### src/logic/ocr_map.svh
/*
  Constants of the overload relay control block: control byte field
  positions, reset values, thermal thresholds, trip reason codes, timing.
  Assumes inclusion by the package and the design files, guarded here.
*/
`ifndef OCR_MAP_SVH
`define OCR_MAP_SVH

// Control byte offset and reset value
`define OCR_CTRL_OFS 8'h00
`define OCR_CTRL_RST 8'h00

// Control byte bit positions
`define OCR_BIT_RUN 0
`define OCR_BIT_RTRIP 1
`define OCR_BIT_RELAY 2
`define OCR_BIT_MODE 3

// Status byte 1 field positions
`define OCR_ST_REASON_LSB 4
`define OCR_ST_ACK 7

// Profiles that carry the breaker control bits
`define OCR_PROFILE_MIN 4'h1
`define OCR_PROFILE_MAX 4'h9

// Thermal image thresholds (110 % and 100 %)
`define OCR_TH_TRIP 8'h6e
`define OCR_TH_CLEAR 8'h64

// Trip reason codes
`define OCR_CODE_NONE 3'h0
`define OCR_CODE_RELAY 3'h5
`define OCR_CODE_REMOTE 3'h6

// Timing: clock rate, refresh window, starter response window
`define OCR_CLK_MHZ 100
`define OCR_REFRESH_US 10000
`define OCR_RESPONSE_US 100000

`endif

### src/logic/ocr_pkg.sv
/*
  Types of the overload relay control block: control byte layout,
  status byte 1 layout, breaker inputs, trip codes and states.
  Assumes ocr_map.svh is on the include path.
*/
`include "ocr_map.svh"

package ocr_pkg;

  // Host control byte as received per bus cycle
  typedef struct packed {
    logic [3:0] spare;
    logic mode_auto;
    logic relay_en;
    logic remote_trip;
    logic run;
  } ocr_ctrl_type;

  // Trip indication codes
  typedef enum logic [2:0] {
    OCR_TRIP_NONE = `OCR_CODE_NONE,
    OCR_TRIP_RELAY = `OCR_CODE_RELAY,
    OCR_TRIP_REMOTE = `OCR_CODE_REMOTE
  } ocr_trip_type;

  // Status byte 1 as reported to the host
  typedef struct packed {
    logic ack_req;
    ocr_trip_type reason;
    logic [3:0] spare;
  } ocr_status_type;

  // Data from the breaker trip block
  typedef struct packed {
    logic [7:0] thermal_image;
    logic unbalance;
    logic off_request;
    logic link_ok;
  } ocr_brk_type;

  // Overload trip state
  typedef enum logic [0:0] {
    OCR_OL_IDLE = 1'b0,
    OCR_OL_TRIPPED = 1'b1
  } ocr_ol_type;

endpackage

### src/logic/ocr_relay_ctrl.sv
/*
  Overload relay control of a soft starter: run/stop, remote trip and
  the overload relay function with manual or automatic restart.
  Assumes the bus cycle and breaker data arrive on core_clk; the
  selector pin is asynchronous.
*/
`timescale 1ns/10ps
`include "ocr_map.svh"

module ocr_relay_ctrl
  import ocr_pkg::*;
#(
  parameter int CNT_W = 24,
  parameter int REFRESH_CYCLES = `OCR_REFRESH_US * `OCR_CLK_MHZ,
  parameter int RESPONSE_CYCLES = `OCR_RESPONSE_US * `OCR_CLK_MHZ,
  parameter bit EXT_FAULT_STOP = 1'b1
) (
  // Clock and reset
  input wire logic core_clk,
  input wire logic rstn,
  // Host bus cycle
  input wire logic bus_valid,
  input wire logic [7:0] bus_ctrl,
  input wire logic [3:0] bus_profile,
  // Manual/automatic selector pin
  input wire logic sel_auto_pin,
  // Breaker trip block
  input wire ocr_brk_type brk,
  output logic breaker_relay_enable,
  output logic breaker_trip_req,
  // Starter power section
  input wire logic starter_running,
  output logic starter_run,
  output logic external_fault,
  // Status byte 1 to the host
  output ocr_status_type status_byte1
);

  // Thermal threshold compare, one byte 0 to 255 %
  function automatic logic th_ge(input logic [7:0] th, input logic [7:0] lvl);
    th_ge = (th >= lvl);
  endfunction

  // Captured control byte and edges
  ocr_ctrl_type cur;
  ocr_ctrl_type rise;
  ocr_ctrl_type fall;
  // Selector synchroniser
  logic sel_meta_r;
  logic sel_auto_r;
  // Refresh and response counters
  logic [CNT_W-1:0] refresh_cnt_r;
  logic [CNT_W-1:0] resp_cnt_r;
  // Function state
  logic relay_active_r;
  logic remote_trip_r;
  logic ack_req_r;
  logic ol_hot_r; // Relay active and image at 110 % last cycle
  logic starter_run_r;
  logic brk_trip_r;
  ocr_trip_type reason_r;
  ocr_ol_type ol_state_r;
  ocr_ol_type ol_state_nxt;
  // Decoded conditions
  logic profile_ok;
  logic refresh_ok;
  logic relay_req;
  logic at_trip;
  logic below_clear;
  logic manual;
  logic ol_set;
  logic ack_set;
  logic ack_clr;
  logic ext_stop;
  logic run_nxt;

  // Control byte capture and edge detection
  ocr_ctrl_capture u_capture (
    .core_clk(core_clk),
    .rstn(rstn),
    .bus_valid(bus_valid),
    .bus_ctrl(bus_ctrl),
    .cur_r(cur),
    .rise_r(rise),
    .fall_r(fall)
  );

  // Selector pin through two flops
  always_ff @(posedge core_clk) begin
    if (!rstn) begin
      sel_meta_r <= 1'b0;
      sel_auto_r <= 1'b0;
    end else begin
      sel_meta_r <= sel_auto_pin;
      sel_auto_r <= sel_meta_r;
    end
  end

  // Conditions
  assign profile_ok = (bus_profile >= `OCR_PROFILE_MIN) && (bus_profile <= `OCR_PROFILE_MAX);
  assign refresh_ok = (refresh_cnt_r < CNT_W'(REFRESH_CYCLES));
  assign at_trip = th_ge(brk.thermal_image, `OCR_TH_TRIP);
  assign below_clear = !th_ge(brk.thermal_image, `OCR_TH_CLEAR);
  assign manual = !cur.mode_auto;
  // Relay request needs profile, fresh enable, automatic selector and link
  assign relay_req = cur.relay_en && profile_ok && refresh_ok && sel_auto_r && brk.link_ok;
  // Trip at 110 %, also with unbalance, or on breaker request in manual
  assign ol_set = relay_active_r && (at_trip || (manual && brk.off_request));
  // Set on the onset of heat only, so a mode toggle clears it even while hot
  assign ack_set = relay_active_r && profile_ok && manual && at_trip && !ol_hot_r;
  assign ack_clr = fall.run || rise.mode_auto || cur.mode_auto;
  assign ext_stop = remote_trip_r && EXT_FAULT_STOP;

  // Refresh window: restarted by each bus cycle carrying the enable
  always_ff @(posedge core_clk) begin
    if (!rstn) begin
      refresh_cnt_r <= CNT_W'(REFRESH_CYCLES);
    end else if (bus_valid) begin
      refresh_cnt_r <= bus_ctrl[`OCR_BIT_RELAY] ? '0 : CNT_W'(REFRESH_CYCLES);
    end else if (refresh_ok) begin
      refresh_cnt_r <= refresh_cnt_r + CNT_W'(1);
    end
  end

  // Relay function activity; off after reset
  always_ff @(posedge core_clk) begin
    if (!rstn) begin
      relay_active_r <= 1'b0;
    end else if (!brk.link_ok) begin
      relay_active_r <= 1'b0;
    end else if (relay_req) begin
      relay_active_r <= 1'b1;
    end else if (below_clear) begin
      relay_active_r <= 1'b0;
    end
  end

  // Overload trip state next value
  always_comb begin
    ol_state_nxt = ol_state_r;
    case (ol_state_r)
      OCR_OL_IDLE: begin
        if (ol_set) begin
          ol_state_nxt = OCR_OL_TRIPPED;
        end
      end
      OCR_OL_TRIPPED: begin
        // Released only by the image, not by the enable
        if (below_clear) begin
          ol_state_nxt = OCR_OL_IDLE;
        end
      end
      default: begin
        ol_state_nxt = OCR_OL_IDLE;
      end
    endcase
  end

  // Overload trip state register
  always_ff @(posedge core_clk) begin
    if (!rstn) begin
      ol_state_r <= OCR_OL_IDLE;
    end else begin
      ol_state_r <= ol_state_nxt;
    end
  end

  // Remote trip latch; a new edge wins over acknowledge
  always_ff @(posedge core_clk) begin
    if (!rstn) begin
      remote_trip_r <= 1'b0;
    end else if (rise.remote_trip && profile_ok) begin
      remote_trip_r <= 1'b1;
    end else if (fall.run) begin
      remote_trip_r <= 1'b0;
    end
  end

  // Heat seen last cycle, for the onset of an overload
  always_ff @(posedge core_clk) begin
    if (!rstn) begin
      ol_hot_r <= 1'b0;
    end else begin
      ol_hot_r <= relay_active_r && at_trip;
    end
  end

  // Acknowledge flag; set wins over clear
  always_ff @(posedge core_clk) begin
    if (!rstn) begin
      ack_req_r <= 1'b0;
    end else if (ack_set) begin
      ack_req_r <= 1'b1;
    end else if (ack_clr) begin
      ack_req_r <= 1'b0;
    end
  end

  // Run decision: start only below 100 % with flag clear
  always_comb begin
    run_nxt = cur.run && !ack_req_r && !ack_set && !ext_stop;
    run_nxt = run_nxt && (ol_state_r == OCR_OL_IDLE) && !ol_set;
    run_nxt = run_nxt && (starter_run_r || below_clear);
  end

  // Run command register
  always_ff @(posedge core_clk) begin
    if (!rstn) begin
      starter_run_r <= 1'b0;
    end else begin
      starter_run_r <= run_nxt;
    end
  end

  // Backup: breaker trips if the starter keeps running after remote trip
  always_ff @(posedge core_clk) begin
    if (!rstn) begin
      resp_cnt_r <= '0;
      brk_trip_r <= 1'b0;
    end else if (!remote_trip_r) begin
      resp_cnt_r <= '0;
      brk_trip_r <= 1'b0;
    end else if (starter_running && !brk_trip_r) begin
      resp_cnt_r <= resp_cnt_r + CNT_W'(1);
      brk_trip_r <= (resp_cnt_r == CNT_W'(RESPONSE_CYCLES - 1));
    end
  end

  // Trip indication: relay overload first, then remote trip
  always_ff @(posedge core_clk) begin
    if (!rstn) begin
      reason_r <= OCR_TRIP_NONE;
    end else if ((ol_state_r == OCR_OL_TRIPPED) || (relay_active_r && at_trip)) begin
      reason_r <= OCR_TRIP_RELAY;
    end else if (remote_trip_r) begin
      reason_r <= OCR_TRIP_REMOTE;
    end else begin
      reason_r <= OCR_TRIP_NONE;
    end
  end

  // Outputs
  assign starter_run = starter_run_r;
  assign external_fault = remote_trip_r;
  assign breaker_relay_enable = relay_active_r;
  assign breaker_trip_req = brk_trip_r;
  assign status_byte1 = '{ack_req: ack_req_r, reason: reason_r, spare: 4'h0};
endmodule

### src/logic/ocr_ctrl_capture.sv
/*
  Holds the latest host control byte and flags per-bit edges against
  the byte of the previous bus cycle. Assumes bus_valid and bus_ctrl are
  on core_clk.
*/
`timescale 1ns/10ps

`include "ocr_map.svh"

module ocr_ctrl_capture
  import ocr_pkg::*;
(
  // Clock and reset
  input wire logic core_clk,
  input wire logic rstn,
  // Bus cycle
  input wire logic bus_valid,
  input wire logic [7:0] bus_ctrl,
  // Captured byte and edge pulses
  output ocr_ctrl_type cur_r,
  output ocr_ctrl_type rise_r,
  output ocr_ctrl_type fall_r
);

  // Latch byte and compare with the previous bus cycle's byte
  always_ff @(posedge core_clk) begin
    if (!rstn) begin
      cur_r <= ocr_ctrl_type'(`OCR_CTRL_RST);
      rise_r <= ocr_ctrl_type'(8'h00);
      fall_r <= ocr_ctrl_type'(8'h00);
    end else if (bus_valid) begin
      cur_r <= ocr_ctrl_type'(bus_ctrl);
      rise_r <= ocr_ctrl_type'(bus_ctrl & ~cur_r);
      fall_r <= ocr_ctrl_type'(~bus_ctrl & cur_r);
    end else begin
      rise_r <= ocr_ctrl_type'(8'h00);
      fall_r <= ocr_ctrl_type'(8'h00);
    end
  end
endmodule

### config.mk
export PLATFORM = sky130hd
export DESIGN_NAME = ocr_relay_ctrl
export DESIGN_NICKNAME = d
export VERILOG_FILES = /design/src/logic/ocr_pkg.sv /design/src/logic/ocr_relay_ctrl.sv /design/src/logic/ocr_ctrl_capture.sv
export VERILOG_INCLUDE_DIRS = /design/src /design/src/logic
export SDC_FILE = /design/constraint.sdc
export NUM_CORES = 1
export LEC_CHECK = 0
export BUFFER_PORTS_ARGS = -buffer_cell sky130_fd_sc_hd__buf_4
export CORE_ASPECT_RATIO = 0.7
export CORE_MARGIN = 2
export CORE_UTILIZATION = 55
export CTS_CLUSTER_DIAMETER = 60
export DETAILED_ROUTE_END_ITERATION = 10
export PLACE_DENSITY = 0.76
export REMOVE_ABC_BUFFERS = 1
export SYNTH_ARGS = -nofsm -noshare
export SYNTH_HDL_FRONTEND = slang
export SYNTH_HIERARCHICAL = 1
export SYNTH_SLANG_ARGS = --single-unit
### constraint.sdc
create_clock -name core_clk -period 5.2 [get_ports core_clk]
set_clock_uncertainty 0.15 [all_clocks]
set_input_delay 0.52 -clock core_clk [delete_from_list [all_inputs] [get_ports core_clk]]
set_output_delay 0.52 -clock core_clk [all_outputs]
set_load 0.02 [all_outputs]
==> metrics.csv, run 1 <==
stage;metric;value;unit
power_and_ir_drop;Leak;1.253;nW
finish;Net count, final;413;
clock_network;CTS tree;built;
synth;Syn. warnings;6;
global_routing;first-pass GRT wire length;10680;um
sta;final setup margin;2.382;ns
detailed_routing;detailed-route wire length per cell;13.70;um
placement;port bufs;29;
finish;Syn-to-layout area delta;13.09;%
finish;antenna cells;0;
setup_path;CP startpoint kind;flop;
finish;commonest cells after routing, fill and taps aside;dfxtp_1 (67), nor2_1 (36), buf_4 (29);
detailed_routing;Vias;2626;
detailed_routing;drt pass-1 iters;5;
clock_network;hold buffer count at cts;0;
sta;Slew HR;0.4056;
sta;Slew Limit Fails;0;
sta;setup violators final;0;
clock_network;clock sinks;67;
sta;Max Fclk;354.9;MHz
synth;syn avg cell area;8.566;um^2
global_routing;initial antenna violation count;0;
global_routing;vias in the first global route;2246;
clock_network;CTS root buf;clkbuf_8;
sta;worst slew pin tran;0.8916;ns
detailed_routing;Detailed Route Iter0 Violations;180;
sta;Final Hold Fails;0;
placement;pre-CTS setup slack;2.442;ns
detailed_routing;number of routed nets with antenna violations;0;
floorplan;FP Rows;22;
floorplan;Initial Utilization;0.5756;
placement;GP Congestion;0.8336;
detailed_routing;Routed WL;6300;um
run;max_cap viols;0;
floorplan;die area;0.006182;mm^2
clock_network;TritonCTS Buffers;9;
run_status;outcome;complete, no violations;
detailed_routing;drc violations;0;
min_path;worst hold path type;input pin to flop;
clock_network;clock-pin slew on the worst setup and hold paths;0.07;ns
sta;setup_tns;0;ns
setup_path;Worst Setup SP;refresh_cnt_r[10]$_SDFFE_PN0P_;
sta;RSZ-0062 raised after global routing;no;
sta;fin crit share;0.5419;
finish;most common cell after layout, fill and taps aside;dfxtp_1;
synth;Post-Syn Instances;357;
setup_path;Worst setup EP type;flop;
global_routing;grt total ovfl;0;
floorplan;CORE AREA;0.005313;mm^2
finish;# fillers;462;
detailed_routing;vias per cell;5.709;
sta;Tmin final;2.818;ns
placement;Post-DP HPWL;4498;um
finish;layout cell share with drive strength beyond 1;0.1392;
power_and_ir_drop;VDD IR max;0.1913;mV
sta;Hold WS;0.1990;ns
setup_path;Crit path required time;5.27;ns
min_path;worst hold start;bus_ctrl[0];
synth;Mapped Area;0.003058;mm^2
global_routing;Overall Global Routing Usage;0.2242;
placement;placed cell area;0.003279;mm^2
setup_path;Setup CP Type;flop to flop;
setup_path;crit-path max FO;32;
power_and_ir_drop;Cell Pwr Density;284.2;mW/mm^2
global_routing;pin count of the biggest net entering global routing;33;
clock_network;Worst-Skew Late Latency;0.34;ns
clock_network;H-tree Lvls;3;
clock_network;post-CTS setup buffer count;0;
setup_path;Reg-to-Reg Start;refresh_cnt_r[10]$_SDFFE_PN0P_;
clock_network;CTS Buffer Depth;2;
floorplan;Die H;66.39;um
floorplan;I/O Pins;40;
finish;design area;0.003458;mm^2
setup_path;crit path DAT;2.89;ns
clock_network;CTS resizes;0;
floorplan;die width;93.12;um
## critical path, cell delays in order (launching register included)
cell     delay (ns)
dfxtp_1        0.35
or3_1          0.40
nor4_1         0.50
a211o_1        0.80
nor3_1         0.13
or3_1          0.36
## power breakdown
group | internal [W] | total [W] | leakage [nW] | switching (W)
clock network | 0.000195 | 0.000385 | 0.0949 | 0.000189
registers | 0.000522 | 0.000529 | 0.543 | 0.00000717
logic | 0.0000278 | 0.0000694 | 0.615 | 0.0000417
total | 0.000745 | 0.000983 | 1.25 | 0.000238
## per-layer routing
metal | up-vias | wire length, um | global-route usage
met5 | - | 0 | 0
met4 | 0 | 63 | 0.07721
met3 | 10 | 509 | 0.06842
met2 | 87 | 2525 | 0.3170
met1 | 1197 | 3202 | 0.3224
li1 | 1332 | - | -
## area by class of cell
class	instances	area (um^2)	area share
multi-input combinational	262	1578	0.4562
sequential	67	1341	0.3878
timing repair buffer	29	217.7	0.06295
clock buffer	11	151.4	0.04378
tap	72	90.09	0.02605
inverter	14	52.55	0.01520
clock inverter	5	27.53	0.007959
## worst paths after layout
kind	endpoint	slack (ns)	depth (start not counted)
max reg2reg	refresh_cnt_r[16]$_SDFFE_PN1P_	2.38	5
min	u_capture/fall_r[0]$_SDFF_PN0_	0.20	2
min reg2reg	u_capture/rise_r[1]$_SDFF_PN0_	0.29	1
max	refresh_cnt_r[16]$_SDFFE_PN1P_	2.38	5
## sequential cells by signal, summed over array words and instances, names as in the netlist
register	flops
ol_state_r	1
sel_meta_r	1
breaker_relay_enable	1
u_capture/cur_r	4
ack_req_r	1
sel_auto_r	1
reason_r	3
u_capture/rise_r	2
resp_cnt_r	24
external_fault	1
ol_hot_r	1
u_capture/fall_r	1
refresh_cnt_r	24
starter_run	1
breaker_trip_req	1
## metrics by stage
stage / std cells / total power [W] / utilization
after global routing: 460 / 0.001027 / 0.6510
final: 460 / 0.0009830 / 0.6510
after detailed placement: 444 / 0.0006094 / 0.6173
after floorplan: 343 / 0.0005784 / -
after global placement: 444 / 0.0006077 / 0.6173
after CTS: 460 / 0.0009965 / 0.6510
No activity file was read; power rests on OpenSTA's default activity.
==> run 2, diff against run 1 <==
clock period = 2.7 ns   (was 5.2 ns; I/O delays follow)
==> metrics.csv, run 2 (same netlist as run 1, synthesis figures left out) <==
stage;metric;value;unit
run_status;outcome;complete, no violations;
clock_network;H-tree Lvls;3;
sta;setup_tns;0;ns
finish;Syn-to-layout area delta;14.69;%
global_routing;GR Layer Usage met2;0.3696;
detailed_routing;detailed-route wire length per cell;14.20;um
global_routing;vias in the first global route;2486;
finish;final core utilization;0.6602;
sta;Tmin final;2.452;ns
setup_path;Setup CP Type;flop to flop;
finish;Net count, final;421;
setup_path;crit path DAT;2.54;ns
finish;layout cell share with drive strength beyond 1;0.1418;
detailed_routing;number of routed nets with antenna violations;0;
power_and_ir_drop;VDD IR max;0.3475;mV
global_routing;Overall Global Routing Usage;0.2412;
clock_network;clock sinks;67;
setup_path;CP startpoint kind;flop;
placement;port bufs;29;
sta;Slew Limit Fails;0;
finish;Top Registers;refresh_cnt_r: 24 flops, resp_cnt_r: 24 flops, u_capture/cur_r: 4 flops;
setup_path;Reg-to-Reg Start;refresh_cnt_r[11]$_SDFFE_PN0P_;
clock_network;Worst-Skew Late Latency;0.34;ns
detailed_routing;Routed WL;6630;um
detailed_routing;drt pass-1 iters;5;
sta;worst slew pin tran;0.8717;ns
finish;antenna cells;0;
detailed_routing;vias per cell;5.728;
sta;Slew HR;0.4175;
floorplan;Initial Utilization;0.5756;
power_and_ir_drop;Leak;1.282;nW
floorplan;Die H;66.39;um
setup_path;crit-path max FO;13;
setup_path;Crit path required time;2.79;ns
global_routing;pin count of the biggest net entering global routing;27;
clock_network;CTS root buf;clkbuf_8;
sta;fin crit share;0.9082;
floorplan;FP Rows;22;
run;max_cap viols;0;
placement;GP Congestion;0.8350;
clock_network;post-CTS setup buffer count;0;
min_path;worst hold path type;input pin to flop;
sta;setup violators final;0;
global_routing;M1 GR Usage;0.3326;
detailed_routing;Detailed Route Iter0 Violations;197;
clock_network;CTS Buffer Depth;2;
global_routing;grt total ovfl;0;
clock_network;CTS tree;built;
global_routing;Most Crowded Layer GR;met2;
min_path;worst hold start;bus_ctrl[3];
finish;final std cells w/o fill;467;
sta;RSZ-0062 raised after global routing;no;
floorplan;CORE AREA;0.005313;mm^2
clock_network;CTS resizes;0;
global_routing;grt met3 use;0.06043;
finish;most common cell after layout, fill and taps aside;dfxtp_1;
setup_path;Worst setup EP type;flop;
sta;Final Hold Fails;0;
clock_network;TritonCTS Buffers;9;
floorplan;die width;93.12;um
placement;DP Cell Count;449;
sta;Max Fclk;407.8;MHz
global_routing;first-pass GRT wire length;11610;um
global_routing;initial antenna violation count;0;
finish;commonest cells after routing, fill and taps aside;dfxtp_1 (67), nor2_1 (36), buf_4 (34);
placement;Post-DP HPWL;4636;um
detailed_routing;Vias;2675;
floorplan;I/O Pins;40;
power_and_ir_drop;Cell Pwr Density;530.7;mW/mm^2
setup_path;Worst Setup SP;refresh_cnt_r[11]$_SDFFE_PN0P_;
floorplan;die area;0.006182;mm^2
clock_network;clock-pin slew on the worst setup and hold paths;0.07;ns
detailed_routing;drc violations;0;
## run 2: final timing paths
check	to	slack, ns	cells after the start
worst max-delay path	breaker_relay_enable$_SDFFE_PN0P_	0.25	6
worst min-delay path	u_capture/cur_r[3]$_SDFFE_PN0P_	0.06	3
worst max register to register	breaker_relay_enable$_SDFFE_PN0P_	0.25	6
worst min register to register	u_capture/rise_r[1]$_SDFF_PN0_	0.28	1
## run 2: report_power, final
group          total (W)  switching (W)  internal, W
Clock           0.000695       0.000346     0.000349
Sequential       0.00102      0.0000139      0.00100
Combinational   0.000147      0.0000835    0.0000638
## run 2: timing repair
action                                  in CTS  in global routing
endpoints found under the setup margin       0                  0
hold endpoints to repair                     3                  0
hold buffers                                 3                  0
## run 2: metal layers
metal,wire length [um],share of wire
met3,415,0.063
met4,85,0.013
met1,3457,0.52
met2,2671,0.40
met5,0,0
## run 2: cell type report
class	instances	area, um^2
inverter	14	52.55
fill	444	1805
sequential	67	1341
clock inverter	3	15.01
tap	72	90.09
multi-input combinational	262	1578
clock buffer	12	145.1
timing repair buffer	37	285.3
## run 2: through the flow
stage	power [W]	area, um^2	hold WS, ns	worst slack, ns
after global routing	0.001946	3507	0.05569	0.1361
final	0.001861	3507	0.06162	0.2480
after detailed placement	0.001183	3317	0.2700	0.3002
after CTS	0.001884	3507	0.03704	0.2916
after floorplan	0.001114	2972	0.1895	0.3433
after global placement	0.001180	3317	0.2526	0.3333
## run 2: critical path, cell delays in order, from the launching register on
cell     delay [ns]
dfxtp_1        0.35
or3_1          0.39
nor4_1         0.51
a211o_1        0.44
buf_4          0.25
o22ai_1        0.07
and3_1         0.18
